`src/shared/cmic_pkg.sv`:
```
// Register map, fields and timing constants of the CAN mode and interrupt control block
package cmic_pkg;
  localparam logic [7:0] CMIC_CTL0  = 8'h00;
  localparam logic [7:0] CMIC_CTL1  = 8'h04;
  localparam logic [7:0] CMIC_RFLG  = 8'h08;
  localparam logic [7:0] CMIC_RIER  = 8'h0C;
  localparam logic [7:0] CMIC_TFLG  = 8'h10;
  localparam logic [7:0] CMIC_TIER  = 8'h14;
  localparam logic [7:0] CMIC_TARQ  = 8'h18;
  localparam logic [7:0] CMIC_TAAK  = 8'h1C;
  localparam logic [7:0] CMIC_TBSEL = 8'h20;
  localparam logic [7:0] CMIC_BTR0  = 8'h24;
  localparam logic [7:0] CMIC_BTR1  = 8'h28;
  localparam logic [7:0] CMIC_IDAC  = 8'h2C;
  localparam logic [7:0] CMIC_IDAR  = 8'h30;
  localparam logic [7:0] CMIC_IDMR  = 8'h34;
  // control_reg0 fields
  localparam int C0_INIT = 0;
  localparam int C0_SLPR = 1;
  localparam int C0_WAKEUP_ENABLE = 2;
  localparam int C0_CSWI = 3;
  // control_reg1 fields
  localparam int C1_INAK = 0;
  localparam int C1_SLAK = 1;
  localparam int C1_WAKEUP_FILTER_MODE = 2;
  localparam int C1_ENA  = 7;
  // rx_flag_reg and rx_irq_enable_reg fields
  localparam int RF_RXF  = 0;
  localparam int RF_OVR  = 1;
  localparam int RF_TST  = 2;
  localparam int RF_RST  = 4;
  localparam int RF_CSC  = 6;
  localparam int RF_WUP  = 7;
  localparam logic [2:0] TXE_RESET = 3'h7;
  localparam logic [1:0] ERR_OK    = 2'h0;
  // Timing
  localparam int BUS_SYNC_CYC  = 2;
  localparam int CAN_SYNC_CYC  = 3;
  localparam int INIT_SYNC_CYC = BUS_SYNC_CYC + CAN_SYNC_CYC;
  localparam int RECOVER_NS    = 160;
  localparam int CLK_NS        = 10;
  localparam int RECOVER_CYC   = (RECOVER_NS + CLK_NS - 1) / CLK_NS;
  localparam int RECESSIVE_BITS = 11;
  localparam int WUP_FILTER_CYC = 8;
  typedef enum logic [1:0] {CMIC_RUN, CMIC_DOWN, CMIC_RECOVER} cmic_pwr_t;
endpackage

```
`src/core/cmic_ctrl.sv`:
```
// CAN controller mode, power-down, wake-up and interrupt control with Wishbone registers
//
// Operation
// - Init entry aborts traffic at once and forces transmit pin recessive.
// - Init halts the engine; registers stay readable and writable.
// - Init returns control, flag, enable, abort and select registers to defaults. The code returns control register 0 only; control register 1 keeps its value.
// - Bit timing and acceptance registers are writable only in init mode.
// - Init request crosses to engine through handshake: two plus three cycles.
// - Init ack sets only when all parts reached init; software waits.
// - Clearing init request is ignored until request and ack both set.
// - Power-down when CPU stops, or waits with stop-in-wait set.
// - Power-down entry stops traffic at once, transmit pin recessive.
// - Power-down blocks register access; recovery delay if not slept before.
// - Bus activity wakes from sleep when enabled; optional glitch filter.
// - Four maskable interrupts: wake-up, error, receive, transmit per buffer.
// - Each transmit empty flag set while its buffer is unscheduled.
// - Receive full flag set when a good message enters foreground buffer.
// - Wake-up flag set on bus activity in sleep, only when enabled.
// - Error interrupt on overrun or error state change; states reported. The code flags only changes into a state other than ERR_OK.
// - Interrupt pends while flag set; write one clears unless cause holds.
// - Wake from power-down only if slept before, wake-up and irq enabled.
// - Sleep active exactly when sleep request and sleep ack both set.
// - After wake, wait eleven recessive bits before joining bus.
//
// Local design decisions: the register addresses and the Wishbone interface to the registers.
`timescale 1ns/1ps
module cmic_ctrl
  import cmic_pkg::*;
#(
  parameter int RECOVER_CYCLES = RECOVER_CYC,
  parameter int FILTER_CYCLES  = WUP_FILTER_CYC
) (
  // Clock and reset
  input  wire logic        clk_i,
  input  wire logic        rst_i,
  // Wishbone slave
  input  wire logic        cyc_i,
  input  wire logic        stb_i,
  input  wire logic        we_i,
  input  wire logic [7:0]  adr_i,
  input  wire logic [3:0]  sel_i,
  input  wire logic [31:0] dat_i,
  output logic      [31:0] dat_o,
  output logic             ack_o,
  // CPU power state
  input  wire logic        cpu_stop_i,
  input  wire logic        cpu_wait_i,
  // CAN pins and protocol engine
  input  wire logic        bus_rx_pin_i,
  input  wire logic        engine_tx_i,
  input  wire logic        bit_tick_i,
  input  wire logic        engine_idle_i,
  input  wire logic        rx_msg_done_i,
  input  wire logic        rx_overrun_i,
  input  wire logic [1:0]  tx_error_state_i,
  input  wire logic [1:0]  rx_error_state_i,
  input  wire logic [2:0]  tx_sent_i,
  input  wire logic [2:0]  tx_abort_ack_i,
  output logic             bus_tx_pin_o,
  output logic             bus_rx_o,
  output logic             engine_run_o,
  output logic             engine_abort_o,
  output logic [2:0]       tx_sched_o,
  output logic [2:0]       tx_abort_request_o,
  // Configuration
  output logic [7:0]       bit_timing0_o,
  output logic [7:0]       bit_timing1_o,
  output logic [7:0]       id_accept_control_o,
  output logic [31:0]      id_accept_o,
  output logic [31:0]      id_mask_o,
  // Status and interrupts
  output logic             power_down_o,
  output logic             wakeup_irq_o,
  output logic             error_irq_o,
  output logic             rx_irq_o,
  output logic             tx_irq_o
);

  logic [3:0]  control_reg0;
  logic [7:0]  control_reg1;
  logic        init_ack_reg;
  logic        sleep_ack_reg;
  logic [INIT_SYNC_CYC-1:0] init_sync_reg;
  logic        rx_full_flag, overrun_flag, status_change_flag, wakeup_irq_flag;
  logic [1:0]  tx_error_state, rx_error_state;
  logic [7:0]  rx_irq_enable_reg;
  logic [2:0]  tx_empty_flags, tx_empty_irq_enables;
  logic [2:0]  tx_abort_request_reg, tx_buffer_select_reg;
  logic [7:0]  bit_timing_reg0, bit_timing_reg1, id_accept_control_reg;
  logic [31:0] id_accept_regs, id_mask_regs;
  logic        ack_reg;
  logic        wr, init_mode, sleep_active, pd, slept_before_pd;
  logic        rx_seen, wake_evt, bus_on_reg;
  logic [7:0]  filt_cnt;
  logic [3:0]  rec_cnt;
  logic [15:0] recov_cnt;
  logic        wr_init_clr;
  cmic_pwr_t   pwr_state;

  function automatic logic hit(input logic [7:0] off);
    return adr_i == off;
  endfunction

  function automatic logic [31:0] merge(input logic [31:0] old);
    logic [31:0] r;
    r = old;
    for (int i = 0; i < 4; i++) begin
      if (sel_i[i]) begin
        r[8*i +: 8] = dat_i[8*i +: 8];
      end
    end
    return r;
  endfunction

  // Bus write strobe, blocked in power-down
  assign wr           = cyc_i & stb_i & we_i & ack_reg & ~pd & sel_i[0];
  assign init_mode    = control_reg0[C0_INIT] & init_ack_reg;
  assign sleep_active = control_reg0[C0_SLPR] & sleep_ack_reg;
  assign pd           = cpu_stop_i | (cpu_wait_i & control_reg0[C0_CSWI]);
  assign power_down_o = pd;
  assign ack_o        = ack_reg;
  assign wr_init_clr  = wr & hit(CMIC_CTL0) & ~dat_i[C0_INIT];

  // Wishbone ack and read data
  always_ff @(posedge clk_i) begin
    if (rst_i) begin
      ack_reg <= 1'b0;
      dat_o   <= 32'h0;
    end else begin
      ack_reg <= cyc_i & stb_i & ~ack_reg;
      if (cyc_i & stb_i & ~ack_reg) begin
        dat_o <= 32'h0;
        if (!pd) begin
          unique case (adr_i)
            CMIC_CTL0:  dat_o <= {28'h0, control_reg0};
            CMIC_CTL1:  dat_o <= {24'h0, control_reg1[7:3], control_reg1[C1_WAKEUP_FILTER_MODE],
                                  sleep_ack_reg, init_ack_reg};
            CMIC_RFLG:  dat_o <= {24'h0, wakeup_irq_flag, status_change_flag,
                                  rx_error_state, tx_error_state, overrun_flag, rx_full_flag};
            CMIC_RIER:  dat_o <= {24'h0, rx_irq_enable_reg};
            CMIC_TFLG:  dat_o <= {29'h0, tx_empty_flags};
            CMIC_TIER:  dat_o <= {29'h0, tx_empty_irq_enables};
            CMIC_TARQ:  dat_o <= {29'h0, tx_abort_request_reg};
            CMIC_TAAK:  dat_o <= {29'h0, tx_abort_ack_i};
            CMIC_TBSEL: dat_o <= {29'h0, tx_buffer_select_reg};
            CMIC_BTR0:  dat_o <= {24'h0, bit_timing_reg0};
            CMIC_BTR1:  dat_o <= {24'h0, bit_timing_reg1};
            CMIC_IDAC:  dat_o <= {24'h0, id_accept_control_reg};
            CMIC_IDAR:  dat_o <= id_accept_regs;
            CMIC_IDMR:  dat_o <= id_mask_regs;
            default:    dat_o <= 32'h0;
          endcase
        end
      end
    end
  end

  // Control register 0 and 1
  always_ff @(posedge clk_i) begin
    if (rst_i) begin
      control_reg0            <= 4'h1;
      control_reg1            <= 8'h0;
    end else begin
      if (wr && hit(CMIC_CTL0)) begin
        if (dat_i[C0_INIT] || (control_reg0[C0_INIT] && init_ack_reg)) begin
          control_reg0[C0_INIT] <= dat_i[C0_INIT];
        end
        if (dat_i[C0_SLPR] || sleep_active) begin
          control_reg0[C0_SLPR] <= dat_i[C0_SLPR];
        end
        control_reg0[C0_WAKEUP_ENABLE] <= dat_i[C0_WAKEUP_ENABLE];
        control_reg0[C0_CSWI] <= dat_i[C0_CSWI];
      end
      if (init_mode && !wr_init_clr) begin
        control_reg0[3:1] <= 3'h0;
      end else if (wake_evt) begin
        control_reg0[C0_SLPR] <= 1'b0;
      end
      if (wr && hit(CMIC_CTL1)) begin
        control_reg1[C1_ENA]  <= dat_i[C1_ENA];
        control_reg1[C1_WAKEUP_FILTER_MODE] <= dat_i[C1_WAKEUP_FILTER_MODE];
      end
    end
  end

  // Init request handshake through bus and CAN stages
  always_ff @(posedge clk_i) begin
    if (rst_i) begin
      init_sync_reg <= '0;
      init_ack_reg  <= 1'b0;
    end else begin
      init_sync_reg <= {init_sync_reg[INIT_SYNC_CYC-2:0], control_reg0[C0_INIT]};
      if (control_reg0[C0_INIT] && init_sync_reg[INIT_SYNC_CYC-1]) begin
        init_ack_reg <= 1'b1;
      end else if (!control_reg0[C0_INIT] && !init_sync_reg[INIT_SYNC_CYC-1]) begin
        init_ack_reg <= 1'b0;
      end
    end
  end

  // Sleep acknowledge
  always_ff @(posedge clk_i) begin
    if (rst_i) begin
      sleep_ack_reg <= 1'b0;
    end else if (control_reg0[C0_SLPR] && engine_idle_i && !wake_evt) begin
      sleep_ack_reg <= 1'b1;
    end else if (!control_reg0[C0_SLPR] || wake_evt) begin
      sleep_ack_reg <= 1'b0;
    end
  end

  // Wake-up detector with optional low-pass filter
  assign rx_seen  = control_reg1[C1_WAKEUP_FILTER_MODE] ? (filt_cnt == 8'(FILTER_CYCLES)) : ~bus_rx_pin_i;
  assign wake_evt = sleep_active & control_reg0[C0_WAKEUP_ENABLE] & rx_seen;
  assign bus_rx_o = sleep_active & ~control_reg0[C0_WAKEUP_ENABLE] ? 1'b1 : bus_rx_pin_i;
  always_ff @(posedge clk_i) begin
    if (rst_i) begin
      filt_cnt <= 8'h0;
    end else if (!sleep_active || bus_rx_pin_i) begin
      filt_cnt <= 8'h0;
    end else if (filt_cnt != 8'(FILTER_CYCLES)) begin
      filt_cnt <= filt_cnt + 8'h1;
    end
  end

  // Bus integration: eleven recessive bits after wake or start
  always_ff @(posedge clk_i) begin
    if (rst_i) begin
      rec_cnt    <= 4'h0;
      bus_on_reg <= 1'b0;
    end else if (sleep_active || init_mode || pd || wake_evt) begin
      rec_cnt    <= 4'h0;
      bus_on_reg <= 1'b0;
    end else if (bit_tick_i && !bus_on_reg) begin
      if (!bus_rx_pin_i) begin
        rec_cnt <= 4'h0;
      end else if (rec_cnt == 4'(RECESSIVE_BITS - 1)) begin
        bus_on_reg <= 1'b1;
      end else begin
        rec_cnt <= rec_cnt + 4'h1;
      end
    end
  end

  // Power-down and recovery
  always_ff @(posedge clk_i) begin
    if (rst_i) begin
      pwr_state       <= CMIC_RUN;
      slept_before_pd <= 1'b0;
      recov_cnt       <= 16'h0;
    end else begin
      unique case (pwr_state)
        CMIC_RUN: if (pd) begin
          pwr_state       <= CMIC_DOWN;
          slept_before_pd <= sleep_active;
        end
        CMIC_DOWN: if (!pd) begin
          recov_cnt <= 16'h0;
          pwr_state <= slept_before_pd ? CMIC_RUN : CMIC_RECOVER;
        end
        CMIC_RECOVER: if (recov_cnt == 16'(RECOVER_CYCLES - 1)) begin
          pwr_state <= CMIC_RUN;
        end else begin
          recov_cnt <= recov_cnt + 16'h1;
        end
        default: pwr_state <= CMIC_RUN;
      endcase
    end
  end

  // Engine control and transmit pin
  assign engine_abort_o = control_reg0[C0_INIT] | pd;
  assign engine_run_o   = control_reg1[C1_ENA] & ~control_reg0[C0_INIT] & ~init_ack_reg
                          & ~sleep_active & ~pd & (pwr_state == CMIC_RUN) & bus_on_reg;
  always_ff @(posedge clk_i) begin
    if (rst_i) begin
      bus_tx_pin_o <= 1'b1;
    end else begin
      bus_tx_pin_o <= engine_abort_o | ~engine_run_o ? 1'b1 : engine_tx_i;
    end
  end

  // Receive flags and enables
  always_ff @(posedge clk_i) begin
    if (rst_i || init_mode) begin
      rx_full_flag       <= 1'b0;
      overrun_flag       <= 1'b0;
      status_change_flag <= 1'b0;
      wakeup_irq_flag    <= 1'b0;
      tx_error_state     <= ERR_OK;
      rx_error_state     <= ERR_OK;
      rx_irq_enable_reg  <= 8'h0;
    end else begin
      if (wr && hit(CMIC_RFLG)) begin
        if (dat_i[RF_RXF]) rx_full_flag <= 1'b0;
        if (dat_i[RF_OVR]) overrun_flag <= 1'b0;
        if (dat_i[RF_CSC]) status_change_flag <= 1'b0;
        if (dat_i[RF_WUP]) wakeup_irq_flag <= 1'b0;
      end
      if (rx_msg_done_i && !sleep_active) rx_full_flag <= 1'b1;
      if (rx_overrun_i) overrun_flag <= 1'b1;
      tx_error_state <= tx_error_state_i;
      rx_error_state <= rx_error_state_i;
      if ((tx_error_state_i != tx_error_state && tx_error_state_i != ERR_OK) ||
          (rx_error_state_i != rx_error_state && rx_error_state_i != ERR_OK)) begin
        status_change_flag <= 1'b1;
      end
      if (wake_evt) wakeup_irq_flag <= 1'b1;
      if (wr && hit(CMIC_RIER)) rx_irq_enable_reg <= dat_i[7:0];
    end
  end

  // Transmit flags, enables, abort and select
  always_ff @(posedge clk_i) begin
    if (rst_i || init_mode) begin
      tx_empty_flags       <= TXE_RESET;
      tx_empty_irq_enables <= 3'h0;
      tx_abort_request_reg <= 3'h0;
      tx_buffer_select_reg <= 3'h0;
      tx_sched_o           <= 3'h0;
    end else begin
      tx_sched_o <= 3'h0;
      if (wr && hit(CMIC_TFLG)) begin
        tx_empty_flags <= tx_empty_flags & ~dat_i[2:0] | tx_sent_i;
        tx_sched_o     <= dat_i[2:0] & tx_empty_flags & ~tx_sent_i;
      end else begin
        tx_empty_flags <= tx_empty_flags | tx_sent_i;
      end
      if (wr && hit(CMIC_TIER)) tx_empty_irq_enables <= dat_i[2:0];
      if (wr && hit(CMIC_TARQ)) begin
        tx_abort_request_reg <= dat_i[2:0] & ~tx_empty_flags;
      end else begin
        tx_abort_request_reg <= tx_abort_request_reg & ~tx_empty_flags;
      end
      if (wr && hit(CMIC_TBSEL)) tx_buffer_select_reg <= dat_i[2:0];
    end
  end
  assign tx_abort_request_o = tx_abort_request_reg;

  // Configuration registers, writable in init mode only
  always_ff @(posedge clk_i) begin
    if (rst_i) begin
      bit_timing_reg0       <= 8'h0;
      bit_timing_reg1       <= 8'h0;
      id_accept_control_reg <= 8'h0;
      id_accept_regs        <= 32'h0;
      id_mask_regs          <= 32'h0;
    end else if (wr && init_mode) begin
      if (hit(CMIC_BTR0)) bit_timing_reg0 <= dat_i[7:0];
      if (hit(CMIC_BTR1)) bit_timing_reg1 <= dat_i[7:0];
      if (hit(CMIC_IDAC)) id_accept_control_reg <= dat_i[7:0];
      if (hit(CMIC_IDAR)) id_accept_regs <= merge(id_accept_regs);
      if (hit(CMIC_IDMR)) id_mask_regs <= merge(id_mask_regs);
    end
  end
  assign bit_timing0_o       = bit_timing_reg0;
  assign bit_timing1_o       = bit_timing_reg1;
  assign id_accept_control_o = id_accept_control_reg;
  assign id_accept_o         = id_accept_regs;
  assign id_mask_o           = id_mask_regs;

  // Interrupt outputs
  assign wakeup_irq_o = wakeup_irq_flag & rx_irq_enable_reg[RF_WUP]
                        & (pwr_state != CMIC_DOWN | slept_before_pd);
  assign error_irq_o  = (status_change_flag & rx_irq_enable_reg[RF_CSC]) |
                        (overrun_flag & rx_irq_enable_reg[RF_OVR]);
  assign rx_irq_o     = rx_full_flag & rx_irq_enable_reg[RF_RXF];
  assign tx_irq_o     = |(tx_empty_flags & tx_empty_irq_enables);

  // Checks
  property p_init_ack_delay;
    @(posedge clk_i) disable iff (rst_i)
      $rose(control_reg0[C0_INIT]) |-> !init_ack_reg [*6] ##1 init_ack_reg;
  endproperty
  a_init_ack_delay: assert property (p_init_ack_delay) else $error("init ack timing");
  property p_ack_needs_req;
    @(posedge clk_i) disable iff (rst_i) $rose(init_ack_reg) |-> control_reg0[C0_INIT];
  endproperty
  a_ack_needs_req: assert property (p_ack_needs_req) else $error("ack without request");
  property p_init_hold;
    @(posedge clk_i) disable iff (rst_i)
      control_reg0[C0_INIT] && !init_ack_reg |=> control_reg0[C0_INIT];
  endproperty
  a_init_hold: assert property (p_init_hold) else $error("init request cleared early");
  property p_tx_recessive;
    @(posedge clk_i) disable iff (rst_i) $past(engine_abort_o) |-> bus_tx_pin_o;
  endproperty
  a_tx_recessive: assert property (p_tx_recessive) else $error("tx pin not recessive");
  property p_pd_halt;
    @(posedge clk_i) disable iff (rst_i) pd |-> !engine_run_o && engine_abort_o;
  endproperty
  a_pd_halt: assert property (p_pd_halt) else $error("engine runs in power-down");
  property p_cfg_locked;
    @(posedge clk_i) disable iff (rst_i) !init_mode |=> $stable(bit_timing_reg0);
  endproperty
  a_cfg_locked: assert property (p_cfg_locked) else $error("timing written outside init");
  property p_wake_flag;
    @(posedge clk_i) disable iff (rst_i)
      $rose(wakeup_irq_flag) |-> $past(sleep_active && control_reg0[C0_WAKEUP_ENABLE]);
  endproperty
  a_wake_flag: assert property (p_wake_flag) else $error("wake flag without sleep");
  property p_sleep_ack;
    @(posedge clk_i) disable iff (rst_i)
      sleep_ack_reg |-> $past(control_reg0[C0_SLPR] && !wake_evt);
  endproperty
  a_sleep_ack: assert property (p_sleep_ack) else $error("sleep ack without request");
  property p_rx_set;
    @(posedge clk_i) disable iff (rst_i || init_mode)
      rx_msg_done_i && !sleep_active |=> rx_full_flag;
  endproperty
  a_rx_set: assert property (p_rx_set) else $error("rx full lost");
endmodule

```
`config.mk`:
```
export PLATFORM = sky130hd
export DESIGN_NAME = cmic_ctrl
export DESIGN_NICKNAME = d
export VERILOG_FILES = /design/src/shared/cmic_pkg.sv /design/src/core/cmic_ctrl.sv
export SDC_FILE = /design/constraint.sdc
export NUM_CORES = 1
export LEC_CHECK = 0
export BUFFER_PORTS_ARGS = -buffer_cell sky130_fd_sc_hd__buf_2
export CORE_ASPECT_RATIO = 1.25
export CORE_MARGIN = 1
export CORE_UTILIZATION = 40
export CTS_BUF_LIST = sky130_fd_sc_hd__clkbuf_16
export CTS_CLUSTER_DIAMETER = 40
export CTS_CLUSTER_SIZE = 25
export DETAILED_ROUTE_END_ITERATION = 7
export PLACE_DENSITY = 0.65
export SYNTH_ARGS = -nofsm -noshare
export SYNTH_HDL_FRONTEND = slang
export SYNTH_SLANG_ARGS = --single-unit
```
`constraint.sdc`:
```
create_clock -name clk_i -period 2.3 [get_ports clk_i]
set_input_delay 0.23 -clock clk_i [delete_from_list [all_inputs] [get_ports clk_i]]
set_output_delay 0.23 -clock clk_i [all_outputs]
set_load 0.1 [all_outputs]
```
==> impl_metrics.toml <==
[grt]
met1_usage_pct = 28.42
antenna_found_initial = 0
grt_use_met2_pct = 38.77
grtUsageMet3_pct = 6.514
grt_pass1_vias = 7768
grt_use_total_pct = 23.73
gr-total-overflow = 0
grt_max_degree = 59
grt_pass1_wl_mm = 41.68
busiest_layer = "met2"

[finish]
mostFrequentLayoutCell = "buf_2"
fin_nets = 1279
drive_gt1_share_pct = 27.65
antenna_cells = 0
final_cell_mix = "buf_2, dfxtp_1, nand2_1"
syn_to_final_growth_pct = 23.95
instances_no_fill = 1498

[timing]
drv_slew = 0
max_slew.worst_pin.slew_ns = 0.7941
finalCriticalPeriod_ns = 2.146
period_share_pct = 93.32
hold_viol = 0
setup_tns_ns = 0
fin_skew_ns = 0.01389
final-setup-viol-count = 0
fmax_ghz = 0.4659
maxSlewHeadroom_pct = 46.86
post-route-worst-setup-slack_ns = 0.1537
rsz0062_at_grt = "false"

[placed_design]
numPortBuffers = 202
gp_congestion = 0.9302
dp_cells = 1462
post-place-ws_ns = 0.2019
hpwl_mm = 19.15

[yosys]
synthArstFlopShare_pct = 0
synth_edf_count = 0
synth_seq_area_share_pct = 45.49
synth_seq_cells = 198
synthTopCellsByArea = "dfxtp_1, nand2_1, mux2i_1"
syn_avg_cell_area_um2 = 8.713
synth_cell_types = 64
syn_nets = 1073
yosysTopAreaCell = "dfxtp_1"
synth_top_area_share_pct = 45.49
synth_ff_type = "dfxtp_1"
synth.yosys.warnings = 0
synth_cells = 1000
synth_area_mm2 = 0.008713

[power_and_ir_drop]
p_comb_share_pct = 5.4
ir_worst_vdd_mv = 0.5198
power.density_mw_per_mm2 = 634.3
seq_power_share_pct = 50.4
power_switching_mw = 1.819
p_clk_share_pct = 44.2
leakagePower_nw = 4.291
p_int_mw = 5.031
p_sw_share_pct = 26.55

[worst_setup_path]
crit_type = "reg2out"
r2r_cells = 7
slowest_stage = "buf_2"
path_cells = "nand2_1 -> nand3b_1 -> nor3_4 -> buf_2"
cp_num_buf_inv = 1
cp-end-kind = "primary output"
cp.required_ns = 2.07
start_kind = "flop"
crit_path_max_incr_delay_ns = 0.46
crit_fanout = 7
cp.depth = 4
cp_top_family = "simple AND/OR/NAND/NOR gates"
cp.arrival_ns = 1.92

[routing]
postRouteAntennaNets = 0
wl_per_cell_um = 17.58
drc = 0
dr.pass1.iters = 7
vias_per_cell = 5.441
drtIter0Drc = 527
vias = 8151
drt-total-wl_mm = 26.33

[die]
die-area_mm2 = 0.02238
std_cell_rows = 60
die_x_um = 134.0
die_h_um = 167.0
initial_core_util_pct = 40.58
core_area_mm2 = 0.02147
num_io_pins = 203

[clock_tree]
cts_resized = 0
root_buffer = "clkbuf_16"
h-tree-depth = 4
cts_buffers = 17
clk_latency_ns = 0.45
path_clk_slew_ns = 0.08
cts_tree = "done"
clock_sinks = 198
cts_buffer_depth = 2

[flow_run]
cap_violations = 0

[min_path]
hold_path_class = "in2reg"
holdPathStages = 2

[outcome]
status = "finished, final reports clean"
-- power by group through the flow --
stage	logic (mW)	clock network (mW)	registers, mW
after floorplan	0.199	0	3.53
after CTS	0.369	3.08	3.45
after global routing	0.394	3.24	3.45
after global placement	0.360	0	3.53
final	0.371	3.03	3.45
after detailed placement	0.363	0	3.53
-- through the flow --
step	area, µm²	utilization [%]	total power [mW]	hold slack [ns]
floorplan	8728	-	3.732	0.3071
global placement	10150	47.28	3.891	0.4151
detailed placement	10150	47.28	3.893	0.4158
CTS	10800	50.30	6.901	0.009200
global route	10800	50.30	7.085	0.005064
finish	10800	50.30	6.851	0.02153
-- kinds of logic after synthesis --
family                   Yosys count  synth area share [%]
XOR/XNOR                          21                 2.111
multiplexers                      81                 9.779
adder cells (fa/ha/maj)            6                0.8616
flip-flops                       198                 45.49
AND/OR/NAND/NOR                  400                 22.83
buffers and inverters             74                 3.375
AO/OA/AOI/OAI                    220                 15.55
-- Yosys cell counts, drive strengths merged, types with 2 or more instances --
cell,number
a31oi,5
mux2,33
nand3,19
a221oi,3
nor4,13
nor3,21
and4,2
nor3b,5
nor2b,9
nor4b,3
dfxtp,198
xnor2,7
o22ai,9
a211o,3
inv,21
a32oi,2
nand2b,5
a22oi,38
nor2,105
nand2,167
buf,15
o21ai,44
a22o,5
a21boi,3
o21a,2
xor2,14
a211oi,4
clkbuf,38
and2,10
a311oi,2
a21o,4
or2,3
o211ai,4
ha,6
a21oi,85
and3,9
nand3b,4
or3,12
mux2i,48
nand4,10
-- worst reg2reg max path, stage by stage (launching register included) --
cell and delay, ns:
dfxtp_1 0.37, a21oi_4 0.34, inv_2 0.22, buf_4 0.24, nor2_1 0.10, nand4_1 0.30, nand2b_1 0.32, o21ai_1 0.15
-- cell type report --
type	count	area, µm²
sequential	198	3965
timing repair buffer	240	1321
clock inverter	15	182.7
multi-input combinational	728	4478
clock buffer	17	425.4
inverter	21	78.83
fill	2102	10670
tap	279	349.1
-- repair_timing --
| item | CTS | global route |
|---|---|---|
| hold endpoints to repair | 7 | 0 |
| hold buffers | 4 | 0 |
| setup buffers | 0 | 0 |
-- worst paths after layout --
check                      start                 to  slack (ns)
max                sleep_ack_reg       engine_run_o        0.15
min          rx_error_state_i[0]  rx_error_state[0]        0.02
max reg2reg      control_reg0[3]           dat_o[5]        0.19
min reg2reg     init_sync_reg[1]   init_sync_reg[2]        0.44
-- metal layers --
metal,vias to the layer above,part of all wire (%)
met5,-,0
met4,0,4.1
met3,61,7.0
met2,291,47
met1,3878,42
li1,3921,-
Note: power is estimated with default switching activity, not from simulation.
